==> config.mk <==
export PLATFORM = sky130hd
export DESIGN_NAME = adc_serial_conv_interface
export DESIGN_NICKNAME = d
export VERILOG_FILES = /design/src/adc_serial_conv_interface.v /design/src/sync2.v /design/src/sample_fifo.v
export VERILOG_INCLUDE_DIRS = /design/src /design/src/src
export SDC_FILE = /design/constraint.sdc
export NUM_CORES = 1
export LEC_CHECK = 0
export ABC_AREA = 1
export ABC_CLOCK_PERIOD_IN_PS = 15130
export BUFFER_PORTS_ARGS = -buffer_cell sky130_fd_sc_hd__buf_4
export CORE_ASPECT_RATIO = 0.75
export CORE_MARGIN = 1
export CORE_UTILIZATION = 65
export CTS_CLUSTER_DIAMETER = 150
export CTS_CLUSTER_SIZE = 20
export DETAILED_ROUTE_END_ITERATION = 8
export HOLD_SLACK_MARGIN = 0.05
export PLACE_DENSITY = 0.83
export SLEW_MARGIN = 5
export SYNTH_ARGS = -nofsm -noshare
export SYNTH_HDL_FRONTEND = slang
export SYNTH_HIERARCHICAL = 1
export SYNTH_SLANG_ARGS = --single-unit
==> constraint.sdc <==
create_clock -name mclk_i -period 15.13 [get_ports mclk_i]
set_input_delay 0.7565 -clock mclk_i [delete_from_list [all_inputs] [get_ports mclk_i]]
set_output_delay 0.7565 -clock mclk_i [all_outputs]
set_load 0.01 [all_outputs]
==> src/adc_conv_regs.vh <==
// constants and timing counts for the serial conversion-control interface
`ifndef ADC_CONV_REGS_VH
`define ADC_CONV_REGS_VH

`define CLK_PERIOD_NS   10
`define CONV_TIME_NS    1600
`define CONV_CYCLES     ((`CONV_TIME_NS + `CLK_PERIOD_NS - 1) / `CLK_PERIOD_NS)
`define CONV_CNT_W      8

`define RES_W           16
`define CFG_W           14
`define CFG_RESET       14'h3fff
`define CFG_LAST_BIT    4'hd
`define RB_BIT          0
`define RB_ON           1'b0

`define POS_W           5
`define POS_LAST_PLAIN  5'h0f
`define POS_LAST_RB     5'h1d
`define WORD_W          30

`define FIFO_DEPTH      16
`define FIFO_AW         4

`endif

==> src/adc_serial_conv_interface.v <==
// serial conversion-control interface: conversion timing, config shift-in, result shift-out
`include "adc_conv_regs.vh"

module adc_serial_conv_interface (
   input  wire               mclk_i,
   input  wire               reset_i,
   // pins from the host
   input  wire               conversion_start_line_i,
   input  wire               sck_i,
   input  wire               din_i,
   // serial output pin as data and enable
   output wire               serial_result_out_o,
   output wire               serial_result_out_oe_o,
   // samples from the converter core
   input  wire [`RES_W-1:0]  sample_data_i,
   input  wire               sample_valid_i,
   output wire               sample_ready_o,
   // state shown to the rest of the chip
   output wire [`CFG_W-1:0]  config_o,
   output wire               config_update_o,
   output wire [`RES_W-1:0]  result_o,
   output wire               result_update_o,
   output wire               converting_o,
   output wire               power_down_o,
   output wire               busy_mode_o
);
   localparam integer           CONV_LAST_N = `CONV_CYCLES - 1;
   localparam [`CONV_CNT_W-1:0] CONV_LAST   = CONV_LAST_N[`CONV_CNT_W-1:0];

   // synchronised pins
   wire [2:0] pins_s;
   wire       start_s;
   wire       sck_s;
   wire       din_s;

   sync2 #(
      .W (3)
   ) u_pin_sync (
      .mclk_i  (mclk_i),
      .reset_i (reset_i),
      .async_i ({conversion_start_line_i, sck_i, din_i}),
      .sync_o  (pins_s)
   );

   assign start_s = pins_s[2];
   assign sck_s   = pins_s[1];
   assign din_s   = pins_s[0];

   reg start_prev_q;
   reg sck_prev_q;

   wire start_rise = start_s & ~start_prev_q;
   wire start_fall = ~start_s & start_prev_q;
   wire sck_rise   = sck_s & ~sck_prev_q;
   wire sck_fall   = ~sck_s & sck_prev_q;

   // conversion state
   reg                   converting_q;
   reg [`CONV_CNT_W-1:0] conv_cnt_q;
   wire                  eoc = converting_q && (conv_cnt_q == CONV_LAST);

   // configuration path
   reg [`CFG_W-1:0] cfg_q;
   reg [`CFG_W-1:0] cfg_shift_q;
   reg [3:0]        cfg_cnt_q;
   reg              cfg_update_q;
   reg [`CFG_W-1:0] rb_cfg_q;

   // result path
   reg [`RES_W-1:0] result_q;
   reg              result_update_q;
   reg              data_avail_q;
   reg              busy_mode_q;
   reg              busy_pre_q;
   reg              oe_q;
   reg              out_bit_q;
   reg [`POS_W-1:0] pos_q;

   wire [`RES_W-1:0] fifo_data;
   wire              fifo_valid;

   // the source stalls on a full FIFO; at most one word is taken per end of conversion
   sample_fifo #(
      .W     (`RES_W),
      .DEPTH (`FIFO_DEPTH),
      .AW    (`FIFO_AW)
   ) u_fifo (
      .mclk_i      (mclk_i),
      .reset_i     (reset_i),
      .in_data_i   (sample_data_i),
      .in_valid_i  (sample_valid_i),
      .in_ready_o  (sample_ready_o),
      .out_data_o  (fifo_data),
      .out_valid_o (fifo_valid),
      .out_ready_i (eoc)
   );

   // result followed by the configuration that went with it, MSB first
   wire [`WORD_W-1:0] out_word = {result_q, rb_cfg_q};

   wire [`POS_W-1:0] pos_last = (rb_cfg_q[`RB_BIT] == `RB_ON) ? `POS_LAST_RB : `POS_LAST_PLAIN;

   wire [`POS_W-1:0] pos_next = pos_q + 1'b1;

   function bit_at;
      input [`WORD_W-1:0] word;
      input [`POS_W-1:0]  pos;
      reg   [`POS_W-1:0]  idx;
      begin
         idx    = `POS_LAST_RB - pos;
         bit_at = word[idx];
      end
   endfunction

   // new result word for the cycle the result register is loaded; the old result when the FIFO is empty
   wire [`RES_W-1:0] new_result = fifo_valid ? fifo_data : result_q;

   always @(posedge mclk_i or posedge reset_i) begin
      if (reset_i) begin
         start_prev_q <= 1'b0;
         sck_prev_q   <= 1'b0;
      end else begin
         start_prev_q <= start_s;
         sck_prev_q   <= sck_s;
      end
   end

   // conversion timer
   always @(posedge mclk_i or posedge reset_i) begin
      if (reset_i) begin
         converting_q <= 1'b0;
         conv_cnt_q   <= {`CONV_CNT_W{1'b0}};
      end else if (converting_q) begin
         // start line edges are ignored until the timer expires
         if (eoc) begin
            converting_q <= 1'b0;
            conv_cnt_q   <= {`CONV_CNT_W{1'b0}};
         end else begin
            conv_cnt_q <= conv_cnt_q + 1'b1;
         end
      end else if (start_rise) begin
         converting_q <= 1'b1;
         conv_cnt_q   <= {`CONV_CNT_W{1'b0}};
      end
   end

   // configuration shift-in on rising serial clock edges
   always @(posedge mclk_i or posedge reset_i) begin
      if (reset_i) begin
         cfg_q        <= `CFG_RESET;
         cfg_shift_q  <= {`CFG_W{1'b0}};
         cfg_cnt_q    <= 4'h0;
         cfg_update_q <= 1'b0;
         rb_cfg_q     <= `CFG_RESET;
      end else begin
         cfg_update_q <= 1'b0;
         if (eoc) begin
            // a partial word is dropped; the word in force goes with this result
            cfg_cnt_q <= 4'h0;
            rb_cfg_q  <= cfg_q;
         end else if (start_rise) begin
            // serial input is not sampled on a rising start edge
            cfg_cnt_q <= 4'h0;
         end else if (sck_rise && !start_s && cfg_cnt_q <= `CFG_LAST_BIT) begin
            cfg_shift_q <= {cfg_shift_q[`CFG_W-2:0], din_s};
            cfg_cnt_q   <= cfg_cnt_q + 1'b1;
            if (cfg_cnt_q == `CFG_LAST_BIT) begin
               cfg_q        <= {cfg_shift_q[`CFG_W-2:0], din_s};
               cfg_update_q <= 1'b1;
            end
         end
      end
   end

   // result shift-out on falling serial clock edges
   always @(posedge mclk_i or posedge reset_i) begin
      if (reset_i) begin
         result_q        <= {`RES_W{1'b0}};
         result_update_q <= 1'b0;
         data_avail_q    <= 1'b0;
         busy_mode_q     <= 1'b0;
         busy_pre_q      <= 1'b0;
         oe_q            <= 1'b0;
         out_bit_q       <= 1'b0;
         pos_q           <= {`POS_W{1'b0}};
      end else begin
         result_update_q <= 1'b0;
         if (eoc) begin
            // an unread old result is overwritten here
            result_q        <= new_result;
            result_update_q <= 1'b1;
            data_avail_q    <= 1'b1;
            pos_q           <= {`POS_W{1'b0}};
            busy_mode_q     <= ~start_s;
            if (!start_s) begin
               // last bit stood until now; pulling low marks the end of conversion
               busy_pre_q <= 1'b1;
               oe_q       <= 1'b1;
               out_bit_q  <= 1'b0;
            end else begin
               busy_pre_q <= 1'b0;
               oe_q       <= 1'b0;
               out_bit_q  <= new_result[`RES_W-1];
            end
         end else if (start_rise) begin
            oe_q       <= 1'b0;
            busy_pre_q <= 1'b0;
         end else if (start_fall) begin
            if (data_avail_q) begin
               oe_q      <= 1'b1;
               pos_q     <= {`POS_W{1'b0}};
               out_bit_q <= result_q[`RES_W-1];
            end
         end else if (sck_fall && !start_s && oe_q) begin
            // bits change only after a falling edge, so each spans a whole clock period
            if (busy_pre_q) begin
               busy_pre_q <= 1'b0;
               pos_q      <= {`POS_W{1'b0}};
               out_bit_q  <= result_q[`RES_W-1];
            end else if (pos_q == pos_last) begin
               oe_q         <= 1'b0;
               data_avail_q <= 1'b0;
            end else begin
               pos_q     <= pos_next;
               out_bit_q <= bit_at(out_word, pos_next);
            end
         end
      end
   end

   assign serial_result_out_o    = out_bit_q;
   assign serial_result_out_oe_o = oe_q;
   assign config_o               = cfg_q;
   assign config_update_o        = cfg_update_q;
   assign result_o               = result_q;
   assign result_update_o        = result_update_q;
   assign converting_o           = converting_q;
   assign power_down_o           = ~converting_q;
   assign busy_mode_o            = busy_mode_q;
endmodule

==> src/sync2.v <==
// two-flop synchroniser for levels arriving from outside the clock domain
module sync2 #(
   parameter W = 1
) (
   input  wire         mclk_i,
   input  wire         reset_i,
   input  wire [W-1:0] async_i,
   output wire [W-1:0] sync_o
);
   reg [W-1:0] meta_q;
   reg [W-1:0] sync_q;

   always @(posedge mclk_i or posedge reset_i) begin
      if (reset_i) begin
         meta_q <= {W{1'b0}};
         sync_q <= {W{1'b0}};
      end else begin
         meta_q <= async_i;
         sync_q <= meta_q;
      end
   end

   assign sync_o = sync_q;
endmodule

==> src/sample_fifo.v <==
// flip-flop FIFO between the sample source and the conversion result register
module sample_fifo #(
   parameter W     = 16,
   parameter DEPTH = 16,
   parameter AW    = 4
) (
   input  wire         mclk_i,
   input  wire         reset_i,
   input  wire [W-1:0] in_data_i,
   input  wire         in_valid_i,
   output wire         in_ready_o,
   output wire [W-1:0] out_data_o,
   output wire         out_valid_o,
   input  wire         out_ready_i
);
   reg  [AW-1:0] wr_ptr_q;
   reg  [AW-1:0] rd_ptr_q;
   reg  [AW:0]   count_q;
   wire          push;
   wire          pop;
   wire [W-1:0]  mem [0:DEPTH-1];

   // full count held at the pointer width plus one, so the compare needs no padding
   localparam [AW:0] FULL = DEPTH;

   assign in_ready_o  = (count_q != FULL);
   assign out_valid_o = (count_q != {(AW+1){1'b0}});
   assign push        = in_valid_i & in_ready_o;
   assign pop         = out_valid_o & out_ready_i;
   assign out_data_o  = mem[rd_ptr_q];

   genvar i;
   generate
      for (i = 0; i < DEPTH; i = i + 1) begin : entry
         localparam [AW-1:0] IDX = i;
         reg [W-1:0] data_q;
         always @(posedge mclk_i or posedge reset_i) begin
            if (reset_i) begin
               data_q <= {W{1'b0}};
            end else if (push && wr_ptr_q == IDX) begin
               data_q <= in_data_i;
            end
         end
         assign mem[i] = data_q;
      end
   endgenerate

   always @(posedge mclk_i or posedge reset_i) begin
      if (reset_i) begin
         wr_ptr_q <= {AW{1'b0}};
         rd_ptr_q <= {AW{1'b0}};
         count_q  <= {(AW+1){1'b0}};
      end else begin
         if (push) begin
            wr_ptr_q <= wr_ptr_q + 1'b1;
         end
         if (pop) begin
            rd_ptr_q <= rd_ptr_q + 1'b1;
         end
         if (push && !pop) begin
            count_q <= count_q + 1'b1;
         end else if (pop && !push) begin
            count_q <= count_q - 1'b1;
         end
      end
   end
endmodule

==> impl_metrics.yaml <==
outcome:
  run_status: "complete, no violations"
place:
  placed_area_mm2: 0.0192
  dp.final_hpwl_um: 32500
  place_congestion: 0.956
  io_buffer_count: 59
critical_path:
  setup.worst_path.start_class: "register"
  reg2reg_to: "serial_result_out_o"
  timing.critical_path.to_type: "register"
  worstRegToRegCells: 14
  timing.critical_path.arrival_ps: 3900
  critPathKind: "reg2reg"
  ff2ff_setup_slack_ps: 11690
  worst-endpoint-required_ps: 15590
  worst_r2r_startpoint: "u_fifo/rd_ptr_q[0]"
  critical_path_maximum_fanout: 64
clock_tree:
  clock_tree.root_cell: "sky130_fd_sc_hd__clkbuf_16"
  numClockSinks: 359
  htree_num_levels: 1
  tritoncts_clock_tree: "yes"
  post-cts-setup-buffers: 0
  post_cts_clock_slew_at_the_launch_and_capture_registers_of_the_worst_setup_and_hold_paths_ps: 80
  numCtsBuffers: 21
  clkLatencyLatePin_ps: 550
  cts_hold_buffers: 0
  cts_resized: 0
  number_of_buffers_on_the_longest_clock_path: 3
pwr:
  power.leakage_nw: 10.3
  vdd_drop_max_mv: 0.0972
  powerDensity_mw_per_mm2: 161
yosys:
  syn-instance-count: 2526
  yosys_warnings: 6
  post_synth_instance_area_mm2: 0.0190
  synth.distinct_cells: 39
  synthesis.nets: 2567
  synth-seq-cells: 359
  postSynthAreaPerCell_um2: 7.53
  register_area_share_after_synthesis: 0.474
floorplanning:
  coreArea_mm2: 0.0284
  row_count: 53
  dieWidth_um: 200
  effective_utilization_at_floorplan: 0.670
  pin_count: 60
  floorplan.die.height_um: 150
  design.die.area_mm2: 0.0300
cells_and_area:
  final_net_count: 2476
  flow.area_growth_from_synthesis_pct: 4.04
  antenna-diode-count: 0
  layout-drive-gt1-share: 0.0841
  finish.instance_area_mm2: 0.0198
sta:
  layout_worst_path_cycle_share: 0.228
  hold_violations: 0
  final.min_clock_period_ps: 3440
  finalSetupTns_ps: 0
  rsz0062_at_grt: "false"
  setup_viol_count_final: 0
  final.setup_skew_ps: 24.6
  timing_max_transition_violations_final: 0
  worst_pin_slew_ps: 1220
  achievable-frequency_ghz: 0.290
  max-slew-margin-rel: 0.183
flow_run:
  drv_cap: 0
grt:
  grt_overflow: 0
  number_of_global_route_vias_before_repair: 15600
  grt_pass1_wl_um: 84800
  number_of_antenna_violations_at_the_first_check_in_global_routing: 1
  grt_max_degree: 168
  grt_util_all_layers: 0.361
route:
  drt_first_pass_iters: 6
  detail_route.wl_per_cell_um: 18.8
  route.final.wire_length_um: 53200
  remaining_drc_errors: 0
  drt-vias-per-instance: 6.05
  route.vias.total: 17200
  starting_drc_count_in_detailed_routing: 2583
  drt.antenna.violating_nets: 0
worst_hold_path:
  hp-class: "in2async"
cells in the final DEF (no fill, tap or decap), types with 2 or more instances in the layout:
cell,count
sky130_fd_sc_hd__clkbuf_16,21
sky130_fd_sc_hd__o22ai_1,2
sky130_fd_sc_hd__o21ai_0,44
sky130_fd_sc_hd__nor2_2,3
sky130_fd_sc_hd__nand2_4,5
sky130_fd_sc_hd__dfstp_2,28
sky130_fd_sc_hd__dfrtp_1,330
sky130_fd_sc_hd__nor3_1,3
sky130_fd_sc_hd__buf_4,72
sky130_fd_sc_hd__nand3_4,8
sky130_fd_sc_hd__nand3_2,10
sky130_fd_sc_hd__nand3b_1,2
sky130_fd_sc_hd__inv_2,9
sky130_fd_sc_hd__a21oi_1,18
sky130_fd_sc_hd__nor2_4,16
sky130_fd_sc_hd__xor2_1,11
sky130_fd_sc_hd__nor2_8,2
sky130_fd_sc_hd__o21ai_2,11
sky130_fd_sc_hd__nand2_1,1073
sky130_fd_sc_hd__nand3_1,129
sky130_fd_sc_hd__o31ai_1,3
sky130_fd_sc_hd__nand4_1,262
sky130_fd_sc_hd__nand2_2,10
sky130_fd_sc_hd__inv_1,186
sky130_fd_sc_hd__xnor2_1,6
sky130_fd_sc_hd__a22o_1,2
sky130_fd_sc_hd__nor2_1,135
sky130_fd_sc_hd__ha_1,18
sky130_fd_sc_hd__inv_4,2
sky130_fd_sc_hd__clkbuf_1,16
logic make-up after synthesis:
logic type	count (synthesis)	synth area share
XOR/XNOR	17	0.00783
AO/OA/AOI/OAI	81	0.0245
adder cells (fa/ha/maj)	19	0.0129
flip-flops	359	0.474
multiplexers	1	0.000592
AND/OR/NAND/NOR	1661	0.393
buffers and inverters	388	0.0873
metal layers:
layer	global-route usage	wire [um]
met3	0.0739	6060
met2	0.530	23600
met1	0.541	22000
met4	0.105	1520
met5	0	11
cells in the mapped netlist, drive strengths merged:
cell,n,area share
mux2,1,0.00059
dfrtp,331,0.44
o31ai,3,0.0012
a22o,2,0.00092
buf,114,0.033
dfstp,28,0.039
xor2,11,0.0051
or2,1,0.00033
nand2,1088,0.22
a21o,1,0.00039
clkinv,1,0.00020
nor3,4,0.0013
nand3b,2,0.00079
ha,18,0.012
nand3,147,0.047
fa,1,0.0011
nor2,156,0.039
nand4,263,0.087
o22ai,2,0.00066
a21oi,18,0.0047
xnor2,6,0.0028
o21ai,55,0.017
clkbuf,74,0.015
inv,199,0.040
final cells by class:
class,count,area [um^2]
clock buffers,37,586
clock inverters,1,8.76
fillers,2359,8590
inverters,200,764
multi-input cells,1779,8360
flip-flops and latches,359,9020
well taps,385,482
repair buffers,74,574
critical path: stages, from the launching register on:
cell	delay, ps
sky130_fd_sc_hd__dfrtp_4	770
sky130_fd_sc_hd__inv_2	680
sky130_fd_sc_hd__buf_4	710
sky130_fd_sc_hd__nand2_1	140
sky130_fd_sc_hd__nand3_1	120
sky130_fd_sc_hd__nand2_1	50
sky130_fd_sc_hd__nor2_1	100
sky130_fd_sc_hd__nand2_1	90
sky130_fd_sc_hd__nand2_1	90
sky130_fd_sc_hd__nand2_1	50
sky130_fd_sc_hd__o21ai_0	80
sky130_fd_sc_hd__nand2_1	100
sky130_fd_sc_hd__nor2_1	130
sky130_fd_sc_hd__nor2_1	60
sky130_fd_sc_hd__a21oi_1	130
flip-flops by register name (all words and copies together), names as in the netlist, 3 cells and up:
name	count
u_fifo/wr_ptr_q	4
u_pin_sync/sync_o	3
result_o	16
u_pin_sync/meta_q	3
cfg_cnt_q	4
rb_cfg_q	14
u_fifo/count_q	5
config_o	14
pos_q	5
conv_cnt_q	8
cfg_shift_q	13
u_fifo/rd_ptr_q	4
u_fifo/entry.data_q	256
through the flow:
step	hold WS (ps)	cells	worst slack (ps)	total power (W)	utilization
floorplan	331	2526	6960	0.00229	-
global placement	332	2797	11600	0.00252	0.676
detailed placement	340	2797	11580	0.00258	0.676
CTS	168	2835	11790	0.00317	0.697
global route	170	2835	11510	0.00340	0.697
finish	162	2835	11690	0.00319	0.697
worst max path at each step:
| stage | start | end |
|---|---|---|
| after detailed placement | reset_i | u_fifo/entry[2].data_q[2] |
| after global placement | reset_i | u_fifo/wr_ptr_q[0] |
| final | u_fifo/rd_ptr_q[0] | serial_result_out_o |
| after CTS | u_fifo/rd_ptr_q[0] | serial_result_out_o |
| after global routing | u_fifo/rd_ptr_q[0] | serial_result_out_o |
| after floorplan | reset_i | u_fifo/count_q[0] |
power breakdown:
part           switching, W  internal, W
Clock              0.000321     0.000265
Sequential         0.000218      0.00130
Combinational      0.000745     0.000347
Note: power is estimated with default switching activity, not from simulation.
